### config.mk
export PLATFORM = sky130hd
export DESIGN_NAME = acw_control
export DESIGN_NICKNAME = d
export VERILOG_FILES = /design/src/acw_pkg.sv /design/src/acw_control.sv
export SDC_FILE = /design/constraint.sdc
export NUM_CORES = 1
export LEC_CHECK = 0
export BUFFER_PORTS_ARGS = -buffer_cell sky130_fd_sc_hd__buf_2
export CORE_UTILIZATION = 60
export CTS_BUF_LIST = sky130_fd_sc_hd__clkbuf_4
export DETAILED_ROUTE_END_ITERATION = 12
export PLACE_DENSITY = 0.81
export SLEW_MARGIN = 10
export SYNTH_ARGS = -nofsm -noshare
export SYNTH_HDL_FRONTEND = slang
export SYNTH_SLANG_ARGS = --single-unit
### constraint.sdc
create_clock -name clk_sys_in -period 4.6 [get_ports clk_sys_in]
set_input_delay 0.23 -clock clk_sys_in [delete_from_list [all_inputs] [get_ports clk_sys_in]]
set_output_delay 0.23 -clock clk_sys_in [all_outputs]
set_load 0.02 [all_outputs]
### src/acw_pkg.sv
package acw_pkg;

  // ----------------------------------------------------------------
  // register map
  // ----------------------------------------------------------------
  localparam logic [7:0] ACW_OFS_CTRL_ENABLE = 8'h00;
  localparam logic [7:0] ACW_OFS_CTRL_CLOCK_DIVIDER = 8'h01;
  localparam logic [7:0] ACW_OFS_CTRL_REFERENCE_TIMEBASE = 8'h02;
  localparam logic [7:0] ACW_OFS_CTRL_WINDOW_COMPARE = 8'h03;
  localparam logic [7:0] ACW_OFS_IRQ_ENABLE = 8'h04;
  localparam logic [7:0] ACW_OFS_IRQ_FLAGS = 8'h05;
  localparam logic [7:0] ACW_OFS_CONVERTER_STATUS = 8'h06;
  localparam logic [7:0] ACW_OFS_RESULT_LO = 8'h10;
  localparam logic [7:0] ACW_OFS_RESULT_HI = 8'h11;
  localparam logic [7:0] ACW_OFS_SAMPLE_LO = 8'h14;
  localparam logic [7:0] ACW_OFS_SAMPLE_HI = 8'h15;
  localparam logic [7:0] ACW_OFS_LOW_THRESH_LO = 8'h1c;
  localparam logic [7:0] ACW_OFS_LOW_THRESH_HI = 8'h1d;
  localparam logic [7:0] ACW_OFS_HIGH_THRESH_LO = 8'h1e;
  localparam logic [7:0] ACW_OFS_HIGH_THRESH_HI = 8'h1f;

  localparam logic [7:0] ACW_RST_REG = 8'h00;
  localparam logic [15:0] ACW_RST_WORD = 16'h0000;

  // ----------------------------------------------------------------
  // field positions
  // ----------------------------------------------------------------
  localparam int ACW_ENABLE_BIT = 0;
  localparam int ACW_DIV_LSB = 0;
  localparam int ACW_DIV_MSB = 3;
  localparam int ACW_REF_LSB = 0;
  localparam int ACW_REF_MSB = 2;
  localparam int ACW_TB_LSB = 3;
  localparam int ACW_TB_MSB = 7;
  localparam int ACW_WCM_LSB = 0;
  localparam int ACW_WCM_MSB = 2;
  localparam int ACW_WSRC_BIT = 3;
  localparam int ACW_BUSY_BIT = 0;

  localparam int ACW_IRQ_RESULT_READY = 0;
  localparam int ACW_IRQ_SAMPLE_READY = 1;
  localparam int ACW_IRQ_WINDOW_MATCH = 2;
  localparam int ACW_IRQ_RESULT_OVERWRITE = 3;
  localparam int ACW_IRQ_SAMPLE_OVERWRITE = 4;
  localparam int ACW_IRQ_TRIGGER_OVERRUN = 5;
  localparam logic [7:0] ACW_IRQ_MASK = 8'h3f;

  // ----------------------------------------------------------------
  // encodings
  // ----------------------------------------------------------------
  localparam logic [2:0] ACW_REF_SUPPLY = 3'h0;
  localparam logic [2:0] ACW_REF_EXTERNAL = 3'h2;
  localparam logic [2:0] ACW_REF_INT_1V024 = 3'h4;
  localparam logic [2:0] ACW_REF_INT_2V048 = 3'h5;
  localparam logic [2:0] ACW_REF_INT_2V500 = 3'h6;
  localparam logic [2:0] ACW_REF_INT_4V096 = 3'h7;

  localparam logic [2:0] ACW_WCM_NONE = 3'h0;
  localparam logic [2:0] ACW_WCM_BELOW = 3'h1;
  localparam logic [2:0] ACW_WCM_ABOVE = 3'h2;
  localparam logic [2:0] ACW_WCM_INSIDE = 3'h3;
  localparam logic [2:0] ACW_WCM_OUTSIDE = 3'h4;

  // ----------------------------------------------------------------
  // timing
  // ----------------------------------------------------------------
  localparam int ACW_CLK_MHZ = 10;
  localparam int ACW_REF_INIT_US = 60;
  localparam logic [7:0] ACW_REF_INIT_TICKS = 8'(ACW_REF_INIT_US);
  localparam logic [6:0] ACW_ONE = 7'h01;

  typedef enum logic [1:0] {
    ACW_IDLE = 2'b00,
    ACW_SETTLE = 2'b01,
    ACW_CONVERT = 2'b11
  } acw_state_t;

  typedef struct packed {
    logic [7:0] addr;
    logic [7:0] wdata;
    logic wr;
    logic rd;
  } acw_bus_req_t;

  typedef struct packed {
    logic sample_done;
    logic result_done;
    logic [15:0] sample;
    logic [15:0] result;
  } acw_conv_ret_t;

endpackage : acw_pkg

### src/acw_control.sv
`timescale 1ns/1ns
// Contract
// - converter clock is peripheral clock divided per 4-bit code, 2 to 64
// - 5-bit timebase gives cycles per microsecond for internal guard delays
// - reference code: 0 supply, 2 external, 4-7 internal; 1 and 3 reserved
// - switching to an internal reference waits 60 us before conversion
// - window source bit 3 picks result or sample low 16 bits
// - window mode: off, below, above, inside, outside; others reserved
// - window compares 16-bit values with strict inequalities
// - six interrupt enables; a source requests only when flag and enable set
// - flags share enable positions; write one clears, write zero keeps
// - trigger during running conversion sets trigger overrun
// - new sample over unread sample sets sample overwrite
// - new result over unread result sets result overwrite
// - window match flag set at completion when mode condition holds
// - sample ready set per sample; cleared by write one or sample read
// - result ready set per result; cleared by write one or result read
// - busy bit 0 high while converting or settling
// - no conversions and no flags while global enable is clear
module acw_control
  import acw_pkg::*;
(
  input wire logic clk_sys_in,
  input wire logic rst_in,
  input wire acw_bus_req_t bus_in,
  output logic [7:0] rdata_out,
  input wire logic trigger_in,
  input wire acw_conv_ret_t conv_in,
  output logic conv_start_out,
  output logic adc_clk_tick_out,
  output logic [2:0] reference_selector_out,
  output logic busy_out,
  output logic irq_out
);

  // ----------------------------------------------------------------
  // registers
  // ----------------------------------------------------------------
  logic enable;
  logic [3:0] clock_divider_code;
  logic [7:0] ctrl_reference_timebase;
  logic [7:0] ctrl_window_compare;
  logic [7:0] irq_enable;
  logic [7:0] irq_flags;
  logic [15:0] window_low_threshold;
  logic [15:0] window_high_threshold;
  logic [15:0] result_value;
  logic [15:0] sample_value;
  logic result_unread;
  logic sample_unread;
  acw_state_t state;

  logic wr;
  logic rd;
  logic [2:0] reference_selector;
  logic [4:0] timebase;
  logic [2:0] window_compare_mode;
  logic window_source_select;

  assign wr = bus_in.wr;
  assign rd = bus_in.rd;
  assign reference_selector = ctrl_reference_timebase[ACW_REF_MSB:ACW_REF_LSB];
  assign timebase = ctrl_reference_timebase[ACW_TB_MSB:ACW_TB_LSB];
  assign window_compare_mode = ctrl_window_compare[ACW_WCM_MSB:ACW_WCM_LSB];
  assign window_source_select = ctrl_window_compare[ACW_WSRC_BIT];

  // ----------------------------------------------------------------
  // software writes
  // ----------------------------------------------------------------
  always_ff @(posedge clk_sys_in)
  begin
    if (rst_in)
    begin
      enable <= 1'b0;
      clock_divider_code <= 4'h0;
      ctrl_reference_timebase <= ACW_RST_REG;
      ctrl_window_compare <= ACW_RST_REG;
      irq_enable <= ACW_RST_REG;
      window_low_threshold <= ACW_RST_WORD;
      window_high_threshold <= ACW_RST_WORD;
    end
    else if (wr)
    begin
      case (bus_in.addr)
        ACW_OFS_CTRL_ENABLE: enable <= bus_in.wdata[ACW_ENABLE_BIT];
        ACW_OFS_CTRL_CLOCK_DIVIDER:
          clock_divider_code <= bus_in.wdata[ACW_DIV_MSB:ACW_DIV_LSB];
        ACW_OFS_CTRL_REFERENCE_TIMEBASE: ctrl_reference_timebase <= bus_in.wdata;
        ACW_OFS_CTRL_WINDOW_COMPARE: ctrl_window_compare <= bus_in.wdata & 8'h0f;
        ACW_OFS_IRQ_ENABLE: irq_enable <= bus_in.wdata & ACW_IRQ_MASK;
        ACW_OFS_LOW_THRESH_LO: window_low_threshold[7:0] <= bus_in.wdata;
        ACW_OFS_LOW_THRESH_HI: window_low_threshold[15:8] <= bus_in.wdata;
        ACW_OFS_HIGH_THRESH_LO: window_high_threshold[7:0] <= bus_in.wdata;
        ACW_OFS_HIGH_THRESH_HI: window_high_threshold[15:8] <= bus_in.wdata;
        default: ;
      endcase
    end
  end

  // ----------------------------------------------------------------
  // converter clock prescaler
  // ----------------------------------------------------------------
  logic [6:0] div_ratio;
  logic [6:0] div_count;

  always_comb
  begin
    if (!clock_divider_code[3])
      div_ratio = 7'({clock_divider_code[2:0], 1'b0}) + 7'd2;
    else if (!clock_divider_code[2])
      div_ratio = 7'({clock_divider_code[1:0], 2'b00}) + 7'd20;
    else
      div_ratio = 7'({clock_divider_code[1:0], 3'b000}) + 7'd40;
  end

  // tick only while enabled so a disabled converter sees no clock
  always_ff @(posedge clk_sys_in)
  begin
    if (rst_in || !enable)
    begin
      div_count <= 7'h00;
      adc_clk_tick_out <= 1'b0;
    end
    else if (div_count >= div_ratio - ACW_ONE)
    begin
      div_count <= 7'h00;
      adc_clk_tick_out <= 1'b1;
    end
    else
    begin
      div_count <= div_count + ACW_ONE;
      adc_clk_tick_out <= 1'b0;
    end
  end

  // ----------------------------------------------------------------
  // microsecond timebase and reference settling
  // ----------------------------------------------------------------
  logic [4:0] us_count;
  logic us_tick;
  logic [7:0] settle_left;
  logic ref_write;
  logic [2:0] new_ref;
  logic ref_internal_change;

  assign ref_write = wr && (bus_in.addr == ACW_OFS_CTRL_REFERENCE_TIMEBASE);
  assign new_ref = bus_in.wdata[ACW_REF_MSB:ACW_REF_LSB];
  // top bit set selects one of the four internal references
  assign ref_internal_change = ref_write && new_ref[2] && (new_ref != reference_selector);

  // period of timebase cycles; zero treated as one so the delay still ends
  always_ff @(posedge clk_sys_in)
  begin
    if (rst_in || ref_internal_change)
    begin
      us_count <= 5'h00;
      us_tick <= 1'b0;
    end
    else if (us_count + 5'h01 >= timebase)
    begin
      us_count <= 5'h00;
      us_tick <= 1'b1;
    end
    else
    begin
      us_count <= us_count + 5'h01;
      us_tick <= 1'b0;
    end
  end

  always_ff @(posedge clk_sys_in)
  begin
    if (rst_in)
      settle_left <= 8'h00;
    else if (ref_internal_change)
      settle_left <= ACW_REF_INIT_TICKS;
    else if (us_tick && settle_left != 8'h00)
      settle_left <= settle_left - 8'h01;
  end

  always_ff @(posedge clk_sys_in)
  begin
    if (rst_in)
      reference_selector_out <= ACW_REF_SUPPLY;
    else
      reference_selector_out <= reference_selector;
  end

  // ----------------------------------------------------------------
  // conversion sequencing
  // ----------------------------------------------------------------
  logic trig_overrun;
  logic trig_take;

  assign trig_take = enable && trigger_in;
  assign trig_overrun = trig_take && (state == ACW_CONVERT);

  always_ff @(posedge clk_sys_in)
  begin
    if (rst_in || !enable)
    begin
      state <= ACW_IDLE;
      conv_start_out <= 1'b0;
    end
    else
    begin
      conv_start_out <= 1'b0;
      case (state)
        ACW_IDLE:
          if (trig_take)
          begin
            if (settle_left != 8'h00 || ref_internal_change)
              state <= ACW_SETTLE;
            else
            begin
              state <= ACW_CONVERT;
              conv_start_out <= 1'b1;
            end
          end
        ACW_SETTLE:
          // a second trigger while waiting merges with the first
          if (settle_left == 8'h00 && !ref_internal_change)
          begin
            state <= ACW_CONVERT;
            conv_start_out <= 1'b1;
          end
        ACW_CONVERT:
          if (conv_in.result_done)
            state <= ACW_IDLE;
        default: state <= ACW_IDLE;
      endcase
    end
  end

  always_ff @(posedge clk_sys_in)
  begin
    if (rst_in)
      busy_out <= 1'b0;
    else
      busy_out <= (state != ACW_IDLE) || (settle_left != 8'h00);
  end

  // ----------------------------------------------------------------
  // data latches and unread tracking
  // ----------------------------------------------------------------
  logic sample_ev;
  logic result_ev;
  logic sample_read;
  logic result_read;

  assign sample_ev = enable && conv_in.sample_done;
  assign result_ev = enable && conv_in.result_done;
  assign sample_read = rd && (bus_in.addr == ACW_OFS_SAMPLE_LO
                              || bus_in.addr == ACW_OFS_SAMPLE_HI);
  assign result_read = rd && (bus_in.addr == ACW_OFS_RESULT_LO
                              || bus_in.addr == ACW_OFS_RESULT_HI);

  always_ff @(posedge clk_sys_in)
  begin
    if (rst_in)
    begin
      sample_value <= ACW_RST_WORD;
      sample_unread <= 1'b0;
    end
    else if (sample_ev)
    begin
      sample_value <= conv_in.sample;
      sample_unread <= 1'b1;
    end
    else if (sample_read)
      sample_unread <= 1'b0;
  end

  always_ff @(posedge clk_sys_in)
  begin
    if (rst_in)
    begin
      result_value <= ACW_RST_WORD;
      result_unread <= 1'b0;
    end
    else if (result_ev)
    begin
      result_value <= conv_in.result;
      result_unread <= 1'b1;
    end
    else if (result_read)
      result_unread <= 1'b0;
  end

  // ----------------------------------------------------------------
  // window comparator
  // ----------------------------------------------------------------
  logic [15:0] win_value;
  logic win_event;
  logic below_low;
  logic above_high;
  logic win_hit;

  // compares the value arriving now, i.e. the register content after update
  assign win_value = window_source_select ? conv_in.sample : conv_in.result;
  assign win_event = window_source_select ? sample_ev : result_ev;
  assign below_low = win_value < window_low_threshold;
  assign above_high = win_value > window_high_threshold;

  always_comb
  begin
    case (window_compare_mode)
      ACW_WCM_BELOW: win_hit = below_low;
      ACW_WCM_ABOVE: win_hit = above_high;
      ACW_WCM_INSIDE: win_hit = (win_value > window_low_threshold) && (win_value < window_high_threshold);
      ACW_WCM_OUTSIDE: win_hit = below_low || above_high;
      default: win_hit = 1'b0;
    endcase
  end

  // ----------------------------------------------------------------
  // interrupt flags
  // ----------------------------------------------------------------
  logic [7:0] flag_set;
  logic [7:0] flag_clr;

  always_comb
  begin
    flag_set = 8'h00;
    flag_set[ACW_IRQ_TRIGGER_OVERRUN] = trig_overrun;
    flag_set[ACW_IRQ_SAMPLE_OVERWRITE] = sample_ev && sample_unread;
    flag_set[ACW_IRQ_RESULT_OVERWRITE] = result_ev && result_unread;
    flag_set[ACW_IRQ_WINDOW_MATCH] = win_event && win_hit;
    flag_set[ACW_IRQ_SAMPLE_READY] = sample_ev;
    flag_set[ACW_IRQ_RESULT_READY] = result_ev;
    flag_clr = 8'h00;
    if (wr && bus_in.addr == ACW_OFS_IRQ_FLAGS)
      flag_clr = bus_in.wdata & ACW_IRQ_MASK;
    flag_clr[ACW_IRQ_SAMPLE_READY] = flag_clr[ACW_IRQ_SAMPLE_READY] | sample_read;
    flag_clr[ACW_IRQ_RESULT_READY] = flag_clr[ACW_IRQ_RESULT_READY] | result_read;
  end

  always_ff @(posedge clk_sys_in)
  begin
    if (rst_in)
      irq_flags <= ACW_RST_REG;
    else
      irq_flags <= (irq_flags & ~flag_clr) | flag_set;
  end

  always_ff @(posedge clk_sys_in)
  begin
    if (rst_in)
      irq_out <= 1'b0;
    else
      irq_out <= |(irq_flags & irq_enable);
  end

  // ----------------------------------------------------------------
  // read port
  // ----------------------------------------------------------------
  logic [7:0] next_rdata;

  always_comb
  begin
    case (bus_in.addr)
      ACW_OFS_CTRL_ENABLE: next_rdata = {7'h00, enable};
      ACW_OFS_CTRL_CLOCK_DIVIDER: next_rdata = {4'h0, clock_divider_code};
      ACW_OFS_CTRL_REFERENCE_TIMEBASE: next_rdata = ctrl_reference_timebase;
      ACW_OFS_CTRL_WINDOW_COMPARE: next_rdata = ctrl_window_compare;
      ACW_OFS_IRQ_ENABLE: next_rdata = irq_enable;
      ACW_OFS_IRQ_FLAGS: next_rdata = irq_flags;
      ACW_OFS_CONVERTER_STATUS: next_rdata = {7'h00, busy_out};
      ACW_OFS_RESULT_LO: next_rdata = result_value[7:0];
      ACW_OFS_RESULT_HI: next_rdata = result_value[15:8];
      ACW_OFS_SAMPLE_LO: next_rdata = sample_value[7:0];
      ACW_OFS_SAMPLE_HI: next_rdata = sample_value[15:8];
      ACW_OFS_LOW_THRESH_LO: next_rdata = window_low_threshold[7:0];
      ACW_OFS_LOW_THRESH_HI: next_rdata = window_low_threshold[15:8];
      ACW_OFS_HIGH_THRESH_LO: next_rdata = window_high_threshold[7:0];
      ACW_OFS_HIGH_THRESH_HI: next_rdata = window_high_threshold[15:8];
      default: next_rdata = 8'h00;
    endcase
  end

  // data only in the cycle after the strobe; zero otherwise
  always_ff @(posedge clk_sys_in)
  begin
    if (rst_in || !rd)
      rdata_out <= 8'h00;
    else
      rdata_out <= next_rdata;
  end

endmodule : acw_control

Yosys cells after proc, flatten, opt, wreduce, memory -nomap -nowiden
Index checks and enable logic that the tools add are counted.
{ "totals": {"regBits": 135, "inputBits": 55, "out_inout_bits": 15, "word_cells": 142} }
{ "op_classes": {"addsub": 7, "magnitude_cmp": 6, "n_eq_ne": 24, "mux": 24, "bitwise": 6, "reduce_logical": 49} }
{ "ops": {"columns": ["op", "n"], "rows": [
  ["$pmux 8 s15", 1],
  ["$eq 8x5->1 const B", 8],
  ["$gt 16x16->1", 2],
  ["$lt 16x16->1", 2],
  ["$eq 8x3->1 const B", 3],
  ["$mux 6", 3],
  ["$reduce_and 2->1", 9],
  ["$eq 8x2->1 const B", 2],
  ["$logic_and 1x1->1", 16],
  ["$logic_not 8->1", 2],
  ["$mux 16", 1],
  ["$mux 7", 2],
  ["$mux 1", 10],
  ["$and 8x6->8", 1],
  ["$and 8x8->8", 1],
  ["$eq 8x1->1 const B", 1],
  ["$logic_or 1x1->1", 8],
  ["$mux 2", 4],
  ["$not 8->8", 1],
  ["$or 8x6->8", 1],
  ["$reduce_bool 2->1", 4],
  ["$reduce_bool 8->1", 1],
  ["$reduce_or 8->1", 1],
  ["$sub 8x1->8 const B", 1],
  ["other kinds (23)", 31]
]} }

Depth between registers and ports, before layout
{ "depth": {"ltp_word": 8, "ltp_mapped": 14} }

Worst setup path before layout
Ideal clock, no wire load.
{ "synth_path": {"kind": "reg2reg", "start": "register ctrl_window_compare[3]", "end": "register irq_flags[2]", "setup_ps": 58, "t_arrival_ps": 2758, "required_time_ps": 4542, "path_slack_ps": 1784, "stages_incl_launch_ff": 10, "n_path_buf": 1, "cell_sequence": "dfxtp_1 > clkbuf_1 > mux2_2 > ha_1 > nand4_1 > or4_1 > a21o_1 > and3_1 > o41ai_1 > o21a_1"} }
{ "synth_between": {"elab_chain_cells": 6} }
{ "synth_lines": {"columns": ["element", "line_no", "source"], "rows": [
  ["start, declared", "acw_control.sv:42", "logic [7:0] ctrl_window_compare;"],
  ["start signal, assigned", "acw_control.sv:89", "ACW_OFS_CTRL_WINDOW_COMPARE: ctrl_window_compare <= bus_in.wdata & 8'h0f;"],
  ["$mux 16", "acw_control.sv:300", "assign win_value = window_source_select ? conv_in.sample : conv_in.result;"],
  ["$lt 16x16->1, or another cell as far along", "acw_control.sv:302", "assign below_low = win_value < window_low_threshold;"],
  ["$logic_or 1x1->1 / $logic_and 1x1->1 (equally long branches)", "acw_control.sv:311, acw_control.sv:310", null],
  ["$pmux 1 s4", "acw_control.sv:307", "case (window_compare_mode)"],
  ["$logic_and 1x1->1 *", "acw_control.sv:328", "flag_set[ACW_IRQ_WINDOW_MATCH] = win_event && win_hit;"],
  ["$or 8x6->8 *", "acw_control.sv:343", "irq_flags <= (irq_flags & ~flag_clr) | flag_set;"],
  ["end signal, assigned", "acw_control.sv:343", null],
  ["end, declared", "acw_control.sv:44", "logic [7:0] irq_flags;"]
]} }
Every way passes the cells marked *; elsewhere a longest branch is shown, timed or not.
A chain may end at the register's enable or synchronous reset.

Worst setup path after layout
Same ends and word-level chain as after synthesis.

==> reports/summary.txt <==
CTS tree: done
DR DRC count: 0
Initial antenna violation count: 0
Final nets: 1041
Final hold violations: 0
Max VDD drop: 0.280 mV
CP startpoint kind: flip-flop
Total power: 2.31 mW
Clock Sinks: 133
TNS Setup: 0 ns
# rows: 39
Number of synthesized flops with an enable pin: 0
Clock Path Buffers: 2
Syn Inst Count: 861
Synth cell types: 53
Post-CTS setup buffers: 0
Critical path data arrival time: 3.87 ns
Worst relative slew slack: 0.378
Share of cells above drive strength 1: 0.132
Min cycle time layout: 3.35 ns
DRT antenna net count: 0
Ys flop type: dfxtp_1
Clk slew on worst S/H paths: 0.12 ns
GPL Wtd Cong: 1.02
# IOs: 70
Die H: 111 um
Final period util: 0.727
Initial DRT Pass Iterations: 6
Top-area cell type share of the netlist area: 0.375
Via count: 6599
Final setup fails: 0
Aggregate global-route resource usage: 0.333
Post-DP HPWL: 13800 um
CP Max Fanout: 20
Synth cell count leaders: dfxtp_1 (133), nand2_1 (118), a21oi_1 (88)
Peak Freq: 0.299 GHz
FFs w/ async S/R, synth: 0
WL per Instance: 18.3 um
Num CTS Buffers: 17
Layout area overhead: 14.1%
Largest net degree at the start of global routing: 67
Most frequent cell after synthesis: dfxtp_1
CTS root buf: clkbuf_4
Number of global-route vias before repair: 6282
Final Util: 0.706
Seq/Total Area, Yosys: 0.375
Fillers: 872
Status: finished, final reports clean
Number of register bits inferred by synthesis: 133
Core area: 11500 um^2
Leakage: 3.14 nW
Clk_skew: 0.0132 ns
Post-CTS Resized: 0
Final Max Slew Viols: 0
Unrepaired setup endpoints after global routing: false
Synth area leaders: dfxtp_1 (38%), ha_1 (8.6%), mux2i_1 (7.5%)
First-pass GRT wire length: 31900 um
Diodes inserted: 0
Max-cap violations: 0
Port Buffers: 69
WL final: 20000 um
Avg Cell Area, Syn: 8.24 um^2
Worst-margin pin slew: 0.932 ns
Die width: 111 um
Crit path required time: 5.12 ns
Syn_nets: 965
Cell taking the most area after synthesis: dfxtp_1
Worst min path class: in -> reg
Initial DRC Count: 890
Initial Util: 0.619
Total global routing overflow: 0
DIE AREA: 12300 um^2
Avg Vias per Cell: 6.04
Setup CP Type: reg -> reg
Critical path capture point type: flip-flop
H-tree lvl count: 4
Yosys warns: 0
Power per cell area: 285 nW/um^2
Post-Syn Area: 7100 um^2
Worst-Skew Late Latency: 0.57 ns
==> cells in the final DEF (no fill, tap or decap), drive strengths merged, types with 4 or more instances in the layout <==
cell and instances:
a211oi 5, a21o 8, a21oi 88, a22oi 20
a31oi 7, and2 7, and3 6, buf 72
clkbuf 18, clkinv 8, dfxtp 133, dlygate4sd3 39
ha 49, inv 41, mux2 17, mux2i 53
nand2 118, nand2b 9, nand3 45, nand4 10
nor2 83, nor2b 12, nor3 8, o211ai 4
o21ai 14, o22ai 9, xnor2 14, xor2 7
==> cells by family after synthesis <==
family | share of synthesized area
buf+inv | 0.0524
fa+ha+maj | 0.0864
mux | 0.105
compound gates | 0.152
simple gates | 0.203
xor+xnor | 0.0259
flops | 0.375
==> registers in the layout, indices dropped and copies added, names as in the netlist, 2 cells and up <==
| signal | cells |
|---|---|
| settle_left | 8 |
| reference_selector_out | 3 |
| window_low_threshold | 16 |
| clock_divider_code | 4 |
| ctrl_reference_timebase | 8 |
| ctrl_window_compare | 4 |
| window_high_threshold | 16 |
| rdata_out | 8 |
| sample_value | 16 |
| state | 2 |
| irq_enable | 6 |
| result_value | 16 |
| us_count | 5 |
| irq_flags | 6 |
| div_count | 7 |
==> layer usage <==
layer / up-vias / GRT usage / share of wire
met3: 82 / 0.0776 / 0.087
met1: 2998 / 0.420 / 0.41
li1: 3163 / - / -
met4: 0 / 0.203 / 0.051
met5: - / 0 / 0
met2: 356 / 0.516 / 0.45
==> worst max-delay path, stage by stage (launching register included) <==
cell and delay [ns]:
dfxtp_1 0.95, mux2_2 0.45, ha_1 0.30, nand4_1 0.18, or4_1 0.58, a21o_1 0.18, and3_1 0.16, o41ai_1 0.33
o21a_1 0.18
==> area by class of cell <==
type                            count  area, um^2  area share
Tap cell                          143         179      0.0221
Multi-Input combinational cell    633        4060       0.502
Clock inverter                     13         140      0.0173
Sequential cell                   133        2660       0.329
Clock buffer                       18         135      0.0167
Inverter                           41         154      0.0190
Timing Repair Buffer              111         761      0.0940
==> metrics by stage <==
stage          hold slack (ns)  area (um^2)  setup WS (ns)  std cells
6_report                0.0317         8090           1.25       1092
2_1_floorplan            0.366         7100           1.78        861
4_1_cts               0.000660         8090           1.27       1092
5_1_grt                 0.0286         8090           1.11       1092
3_5_place_dp             0.446         7430           1.30       1022
3_3_place_gp             0.441         7430           1.40       1022
==> power by group <==
| part | switching [mW] | internal [mW] | leakage (nW) |
|---|---|---|---|
| clock | 0.433 | 0.368 | 0.147 |
| sequential | 0.0254 | 1.18 | 1.07 |
| combinational | 0.171 | 0.133 | 1.92 |
==> final timing paths <==
path	start	cells past startpoint	slack [ns]	to
max	ctrl_window_compare[3]$_SDFFE_PP0P_	8	1.25	irq_flags[2]$_SDFF_PP0_
min	bus_in[4]	3	0.03	window_high_threshold[2]$_SDFFE_PP0P_
max reg2reg	ctrl_window_compare[3]$_SDFFE_PP0P_	8	1.25	irq_flags[2]$_SDFF_PP0_
min reg2reg	sample_value[11]$_SDFFE_PP0P_	2	0.46	sample_value[11]$_SDFFE_PP0P_
==> repair_timing <==
item,in CTS,in global routing
endpoints found under the setup margin,0,0
endpoints found under the hold margin,49,0
hold buffers,39,0
(Power assumes the default switching activity.)
